[src/design/dac_defines.vh]
// Operation
// - every falling conversion-clock edge starts a new conversion unless powered down.
// - a result reaches the data outputs five conversion clocks after its start.
// - continuously, a fresh value is readable after each falling conversion edge.
// - a read is decoded from both chip selects and the read strobe in strobe mode, or the store strobe high in rw-select mode.
// - with two channels the marker is low while first-channel data is out.
// - with one input selected the marker stays inactive high.
// - first marker after marker reset comes seven plus channel-count clocks later.
// - output coding is straight binary or twos complement per format bit.
// - binary coding gives 3ff, 200, 000 for full, mid and zero scale.
// - twos complement gives 1ff, 000, 200 for full, mid and zero scale.
// - exactly two ten-bit configuration registers exist.
// - primary register holds test, scan, diff, select, power, spare, reference fields.
// - secondary register holds offset, format, strobe mode, soft reset, reset control.
// - address 00 primary, 01 secondary, address bit1 high is reserved.
// - external reference is used only when programmed external.
// - hardware reset returns both configuration registers to defaults.
// - store strobe is read/write select or active-low write strobe.
// - ten data pins carry results and register values, pin 0 is lsb.
`ifndef DAC_DEFINES_VH
`define DAC_DEFINES_VH
`define DAC_W            10
`define DAC_PRI_RST      10'h020
`define DAC_SEC_RST      10'h000
`define DAC_F_VREF       0
`define DAC_F_PD         2
`define DAC_F_CHSEL_LO   3
`define DAC_F_CHSEL_HI   4
`define DAC_F_DIFF_LO    5
`define DAC_F_DIFF_HI    6
`define DAC_F_SCAN       7
`define DAC_F_TEST_LO    8
`define DAC_F_TEST_HI    9
`define DAC_F_CTLRST     0
`define DAC_F_SOFT_RESET_BIT       1
`define DAC_F_STBMODE    6
`define DAC_F_FORMAT     7
`define DAC_F_OFFSET     8
`define DAC_LATENCY      5
`define DAC_SYNC_BASE    4'h7
`define DAC_SCAN_CHANS   4'h2
`define DAC_MID_CODE     10'h200
`endif

[src/design/dac_host_if.v]
`include "dac_defines.vh"
`timescale 1ns/100ps
`default_nettype none
module dac_host_if
(
  input  wire        clk_sys_i,         // system clock 100 MHz
  input  wire        rst_n_i,           // async reset, active low
  input  wire        clk_en_i,          // freezes all state while low
  input  wire        hw_reset_i,        // hardware reset pin, active high
  input  wire        conversion_clock_in_i,        // conversion_clock_in pin
  input  wire        chip_select_low_n_i, // chip_select_low, active low
  input  wire        chip_select_high_i,  // chip_select_high, active high
  input  wire        read_strobe_n_i,   // read strobe, active low
  input  wire        store_strobe_i,    // r/w select or write strobe low
  input  wire        reg_addr_bit0_i,   // register address bit 0
  input  wire        reg_addr_bit1_i,   // register address bit 1
  input  wire [9:0]  data_in_i,         // data pins, input side
  input  wire [9:0]  sample_a_i,        // analog front end word, input a
  input  wire [9:0]  sample_b_i,        // analog front end word, input b
  output reg  [9:0]  data_out_o,        // data pins, output side
  output reg         data_oe_n_o,       // data pin enable, low drives
  output reg         channel_a_marker_o, // low while first-channel word out
  output reg         ext_ref_sel_o,     // external reference in use
  output reg         power_down_o,      // converter core powered down
  output reg  [1:0]  selftest_sel_o,    // test voltage select
  output reg         conv_start_o       // one-cycle pulse per conversion
);

  ////////////////////////////////////////////////////////////////////////////
  // input synchronisers: two flops each, nothing reads stage one

  localparam NSYNC = 18;
  wire [NSYNC-1:0] raw_w;
  reg  [NSYNC-1:0] s1_q;
  reg  [NSYNC-1:0] s2_q;
  assign raw_w = {data_in_i, hw_reset_i, conversion_clock_in_i, chip_select_low_n_i,
                  chip_select_high_i, read_strobe_n_i, store_strobe_i,
                  reg_addr_bit0_i, reg_addr_bit1_i};

  always @(posedge clk_sys_i or negedge rst_n_i)
  begin
    if (!rst_n_i)
    begin
      s1_q <= {NSYNC{1'b1}};
      s2_q <= {NSYNC{1'b1}};
    end
    else if (clk_en_i)
    begin
      s1_q <= raw_w;
      s2_q <= s1_q;
    end
  end

  wire [9:0] din_w   = s2_q[17:8];
  wire       hwrst_w = s2_q[7];
  wire       cclk_w  = s2_q[6];
  wire       csl_n_w = s2_q[5];
  wire       csh_w   = s2_q[4];
  wire       rd_n_w  = s2_q[3];
  wire       st_w    = s2_q[2];
  wire       ra0_w   = s2_q[1];
  wire       ra1_w   = s2_q[0];

  ////////////////////////////////////////////////////////////////////////////
  // access decode

  reg        cclk_q;
  reg        wr_act_q;
  reg  [9:0] cfg_pri_q;
  reg  [9:0] cfg_sec_q;

  wire sel_w     = !csl_n_w && csh_w;
  wire wmode_w   = cfg_sec_q[`DAC_F_STBMODE];
  // rw-select mode: store high reads, low writes; strobe mode: separate strobes
  wire rd_act_w  = sel_w && (wmode_w ? !rd_n_w : st_w);
  wire wr_lvl_w  = sel_w && (wmode_w ? !st_w : !st_w && rd_n_w);
  wire wr_end_w  = wr_act_q && !wr_lvl_w;
  wire cfall_w   = cclk_q && !cclk_w;
  wire soft_rst_w = cfg_sec_q[`DAC_F_SOFT_RESET_BIT] || cfg_sec_q[`DAC_F_CTLRST];

  function [1:0] dac_chans;
    input [9:0] pri;
    begin
      dac_chans = pri[`DAC_F_SCAN] ? 2'd2 : 2'd1;
    end
  endfunction

  ////////////////////////////////////////////////////////////////////////////
  // configuration registers, latched at end of write so data is settled

  reg        wr_a0_q;
  reg        wr_a1_q;
  reg  [9:0] wr_d_q;

  always @(posedge clk_sys_i or negedge rst_n_i)
  begin
    if (!rst_n_i)
    begin
      cclk_q    <= 1'b1;
      wr_act_q  <= 1'b0;
      wr_a0_q   <= 1'b0;
      wr_a1_q   <= 1'b1;
      wr_d_q    <= 10'h000;
      cfg_pri_q <= `DAC_PRI_RST;
      cfg_sec_q <= `DAC_SEC_RST;
    end
    else if (clk_en_i)
    begin
      cclk_q   <= cclk_w;
      wr_act_q <= wr_lvl_w;
      if (wr_lvl_w)
      begin
        wr_a0_q <= ra0_w;
        wr_a1_q <= ra1_w;
        wr_d_q  <= din_w;
      end
      if (hwrst_w)
      begin
        cfg_pri_q <= `DAC_PRI_RST;
        cfg_sec_q <= `DAC_SEC_RST;
      end
      else if (wr_end_w && !wr_a1_q)
      begin
        // address bit1 high is reserved and dropped
        if (!wr_a0_q)
          cfg_pri_q <= wr_d_q;
        else
          cfg_sec_q <= wr_d_q;
      end
      else if (soft_rst_w)
      begin
        // self-clearing reset bits; keep strobe mode so the bus stays usable
        cfg_pri_q <= `DAC_PRI_RST;
        cfg_sec_q <= `DAC_SEC_RST | (cfg_sec_q & (10'h001 << `DAC_F_STBMODE));
      end
    end
  end

  ////////////////////////////////////////////////////////////////////////////
  // conversion pipeline: per falling edge sample, deliver after latency

  reg [9:0] pipe_q  [0:`DAC_LATENCY-1];
  reg       pch_q   [0:`DAC_LATENCY-1];
  reg       ch_q;
  reg [3:0] sync_cnt_q;
  reg       out_ch_q;
  reg [9:0] out_q;

  wire       two_w   = dac_chans(cfg_pri_q) == 2'd2;
  wire [9:0] raw_s_w = (two_w && ch_q) ? sample_b_i :
                       (!two_w && cfg_pri_q[`DAC_F_CHSEL_LO]) ? sample_b_i : sample_a_i;
  // converter core supplies offset binary; msb flip gives twos complement
  wire [9:0] fmt_w   = cfg_sec_q[`DAC_F_FORMAT] ? (raw_s_w ^ `DAC_MID_CODE)
                                                 : raw_s_w;
  // the marker is forced high in single mode, so only the two-channel count is ever used
  wire [3:0] sync_first_w = `DAC_SYNC_BASE + `DAC_SCAN_CHANS;

  genvar g;
  generate
    for (g = 1; g < `DAC_LATENCY; g = g + 1)
    begin : g_pipe
      always @(posedge clk_sys_i or negedge rst_n_i)
      begin
        if (!rst_n_i)
        begin
          pipe_q[g] <= 10'h000;
          pch_q[g]  <= 1'b0;
        end
        else if (clk_en_i && cfall_w)
        begin
          pipe_q[g] <= pipe_q[g-1];
          pch_q[g]  <= pch_q[g-1];
        end
      end
    end
  endgenerate

  always @(posedge clk_sys_i or negedge rst_n_i)
  begin
    if (!rst_n_i)
    begin
      pipe_q[0]          <= 10'h000;
      pch_q[0]           <= 1'b0;
      ch_q               <= 1'b1;
      sync_cnt_q         <= 4'h0;
      out_ch_q           <= 1'b0;
      out_q              <= 10'h000;
      conv_start_o       <= 1'b0;
      channel_a_marker_o <= 1'b1;
      data_out_o         <= 10'h000;
      data_oe_n_o        <= 1'b1;
      ext_ref_sel_o      <= 1'b0;
      power_down_o       <= 1'b0;
      selftest_sel_o     <= 2'b00;
    end
    else if (clk_en_i)
    begin
      conv_start_o <= cfall_w && !cfg_pri_q[`DAC_F_PD];
      if (cfall_w)
      begin
        pipe_q[0] <= fmt_w;
        pch_q[0]  <= ch_q;
        ch_q      <= two_w ? !ch_q : 1'b0;
        out_q     <= pipe_q[`DAC_LATENCY-1];
        out_ch_q  <= pch_q[`DAC_LATENCY-1];
        if (sync_cnt_q != 4'h0)
          sync_cnt_q <= sync_cnt_q - 4'h1;
      end
      if (hwrst_w || soft_rst_w || !two_w)
      begin
        // marker reset: restart channel order and the pipeline fill count
        // second input converts first so the first marker lands on a first-channel word
        ch_q       <= 1'b1;
        sync_cnt_q <= sync_first_w;
      end
      if (!two_w)
        channel_a_marker_o <= 1'b1;
      else
        channel_a_marker_o <= !(sync_cnt_q == 4'h0 && !out_ch_q);
      data_oe_n_o    <= !rd_act_w;
      data_out_o     <= out_q;
      ext_ref_sel_o  <= cfg_pri_q[`DAC_F_VREF];
      power_down_o   <= cfg_pri_q[`DAC_F_PD];
      selftest_sel_o <= {cfg_pri_q[`DAC_F_TEST_HI], cfg_pri_q[`DAC_F_TEST_LO]};
    end
  end

endmodule
`default_nettype wire

[config.mk]
export PLATFORM = sky130hd
export DESIGN_NAME = dac_host_if
export DESIGN_NICKNAME = d
export VERILOG_FILES = /design/src/design/dac_host_if.v
export VERILOG_INCLUDE_DIRS = /design/src /design/src/design
export SDC_FILE = /design/constraint.sdc
export NUM_CORES = 1
export LEC_CHECK = 0
export CORE_MARGIN = 2
export CORE_UTILIZATION = 30
export DETAILED_ROUTE_END_ITERATION = 7
export DONT_BUFFER_PORTS = 1
export PLACE_DENSITY = 0.41
export SETUP_SLACK_MARGIN = 0.3
export SLEW_MARGIN = 20
export SYNTH_ARGS = -nofsm -noshare
export SYNTH_HDL_FRONTEND = slang
export SYNTH_SLANG_ARGS = --single-unit
[constraint.sdc]
create_clock -name clk_sys_i -period 2.31 [get_ports clk_sys_i]
set_input_delay 0.231 -clock clk_sys_i [delete_from_list [all_inputs] [get_ports clk_sys_i]]
set_output_delay 0.231 -clock clk_sys_i [all_outputs]
set_load 0.005 [all_outputs]
==> impl_results.md <==
* Status: finished, violations left
* Failing checks: hold timing
* H-tree depth at 4
* First-pass GRT wire length at 17.5 mm
* Cell Count, Final, Fillers Out at 769
* Unrepaired setup endpoints after global routing: false
* Clock buffer depth at 2
* Final TNS setup at 0 ps
* Primary FF master, synth: dfrtp_1
* GR Util All Layers at 11.1%
* CTS tree: yes
* Die Wd at 142 µm
* Syn-to-layout area delta at 18.4%
* Final setup margin at 443 ps
* Sequential element share of the synthesized area at 63.2%
* Netlist cell types at 36
* Fmax at 536 MHz
* Avg WL per Cell at 13.6 µm
* Max cap viols at 0
* LEAKAGE at 3.24 nW
* Layout cell share with drive strength beyond 1 at 25.8%
* Die H at 142 µm
* GPL Wtd Cong at 0.702
* Initial Utilization at 30.5%
* Number of storage elements in the synthesis netlist at 142
* Crit Path Max Fanout at 6
* Slowest-stage cell, CP: dfstp_2
* Hold Fails Final Rpt at 142
* Tot Pwr at 7.52 mW
* Worst Setup End Kind: flip-flop
* Final nets at 564
* Clock transition at path regs at 60 ps
* DP Area at 5940 µm²
* Worst-path cell chain: nor3b_2 -> a211oi_1 -> a221oi_4 -> buf_12 -> mux2i_1
* CTS root buf: clkbuf_16
* DRC at 0
* Filler cell count at 1,895
* Final setup fails at 0
* DP HPWL at 6.09 mm
* Hold_ws at -482 ps
* CTS Buf Count at 17
* Worst Skew at 6.55 ps
* Largest net degree at the start of global routing at 143
* IO Pins at 58
* Via/cell ratio at 4.50
* Fin area at 6740 µm²
* Post-synthesis net count at 546
* PwrDens at 1120 nW/µm²
* Commonest non-fill, non-tap cell in the layout: nand2_1
* Slew Viols, Final at 0
* Max-Slew Margin vs Limit at 60.2%
* CP Class: reg -> reg
* FP Rows at 50
* WP data arrival at 2200 ps
* Remaining antenna violation count at 0
* Ys Warns at 0
* Synthesized area per cell at 11.3 µm²
* Core footprint at 18,600 µm²
* Worst Setup Start Kind: flip-flop
* Grt total ovfl at 0
* Placed cell count at 718
* Clk_lat worst skew at 410 ps
* Initial antenna violation count at 1
* Critical Path RT at 2640 ps
* Synth Instances at 503
* Die area at 20,100 µm²
* Total wire length at 10.4 mm
* Hold buffers post-CTS at 17
* Mapped cell area at 5690 µm²
* Slew of the pin with the lowest slew margin at 593 ps
* Reg2reg path depth at 5
* Initial DRC Count at 182
* Commonest cells after routing, fill and taps aside: 193 x nand2_1, 105 x dfrtp_1, 55 x mux2_2
* Clock sinks at 142
* Worst Hold Class: in -> async
* EDFF count, synth at 0
* Vias in the first global route at 3,575
* Port-buffer cells at 0
* Final min period at 1870 ps
* Tcrit/Tclk final at 80.8%
* Ys async rst share at 100%
* Slowest Stage Delay on Critical Path at 540 ps
* Via Count at 3,462
* Pre-CTS setup slack at 374 ps
* Worst vdd ir at 552 µV
* Pre-antenna DRT Iters at 4
## critical path: cells and delay by family, from the launching register on
kind	cells	cell delay, ps
AND/OR/NAND/NOR	1	330
AO/OA/AOI/OAI	2	550
multiplexers	1	200
buffers and inverters	1	170
flip-flops	1	540
## registers in the layout, indices dropped and copies added (netlist names), 2 cells and up
register,cells
pipe_q,50
s1_q,16
s2_q,16
data_out_o,10
out_q,10
wr_d_q,8
cfg_pri_q,6
pch_q,5
cfg_sec_q,4
sync_cnt_q,4
selftest_sel_o,2
## repair_timing
action,in CTS,in global routing
endpoints found under the setup margin,0,9
buffers inserted,0,1
hold endpoints to repair,195,142
gates resized for setup,0,1
## power breakdown
group / internal [mW] / switching, mW / leakage (nW)
logic: 0.539 / 0.490 / 1.18
clock network: 1.66 / 1.02 / 0.294
registers: 3.36 / 0.448 / 1.77
total: 5.56 / 1.96 / 3.24
## cell usage after synthesis, types with 2 or more instances
| cell type | count | area share [%] |
|---|---|---|
| dfstp_2 | 37 | 17 |
| buf_2 | 9 | 0.79 |
| o21ai_0 | 15 | 1.3 |
| a21o_1 | 2 | 0.26 |
| inv_1 | 16 | 1.1 |
| nand3_1 | 3 | 0.26 |
| ha_1 | 2 | 0.44 |
| xnor2_1 | 2 | 0.31 |
| and3b_1 | 2 | 0.31 |
| a211oi_1 | 2 | 0.26 |
| clkbuf_1 | 13 | 0.86 |
| a21oi_1 | 3 | 0.26 |
| buf_1 | 2 | 0.13 |
| xor2_1 | 2 | 0.31 |
| nor2_1 | 2 | 0.13 |
| nor3_1 | 2 | 0.18 |
| dfrtp_1 | 105 | 46 |
| mux2_2 | 55 | 11 |
| mux2i_1 | 20 | 3.5 |
| nand2_1 | 193 | 13 |
## kinds of logic (layout without fill, tap and decap cells)
family	after synthesis	count (layout)	share of synthesized area, %
AOI/OAI and AO/OA	28	28	3.43
and+or+nand+nor	212	212	15.1
DFF	142	142	63.2
other	0	1	0
buffers and inverters	40	71	2.83
xor gates and xnor gates	4	4	0.615
muxes	75	75	14.4
adders and majority gates	2	2	0.439
## path summary, 6_finish.rpt
kind / slack, ps / to / startpoint
max: 440 / cfg_pri_q[9] / s2_q[4]
min: -480 / data_out_o[0] / rst_n_i
max reg2reg: 440 / cfg_pri_q[9] / s2_q[4]
min reg2reg: 460 / pipe_q[26] / pipe_q[36]
max in group asynchronous: 2390 / s2_q[5] / rst_n_i
min in group clk_sys_i: 30 / pipe_q[41] / sample_b_i[1]
## metrics by stage
stage                     hold slack [ps]  utilization, %
after floorplan                     -64.6               -
after global placement              -57.3            31.8
after detailed placement            -57.6            31.8
after CTS                            -508            36.0
after global routing                 -514            36.1
final                                -482            36.2
## routing by layer
metal	vias up	global-route usage [%]	wire [µm]
met4	0	4.32	129
li1	1687	-	-
met1	1710	13.4	4770
met3	9	4.39	477
met2	56	18.0	5060
met5	-	0	0
## layout make-up
cell class / count / area [µm²] / area share (%)
Inverter: 16 / 60.1 / 0.891
Tap cell: 234 / 293 / 4.34
Timing Repair Buffer: 23 / 258 / 3.82
Sequential cell: 142 / 3600 / 53.4
Clock buffer: 23 / 510 / 7.57
Clock inverter: 9 / 78.8 / 1.17
Antenna cell: 1 / 2.50 / 0.0371
Multi-Input combinational cell: 321 / 1940 / 28.8
Note: power is estimated with default switching activity, not from simulation.
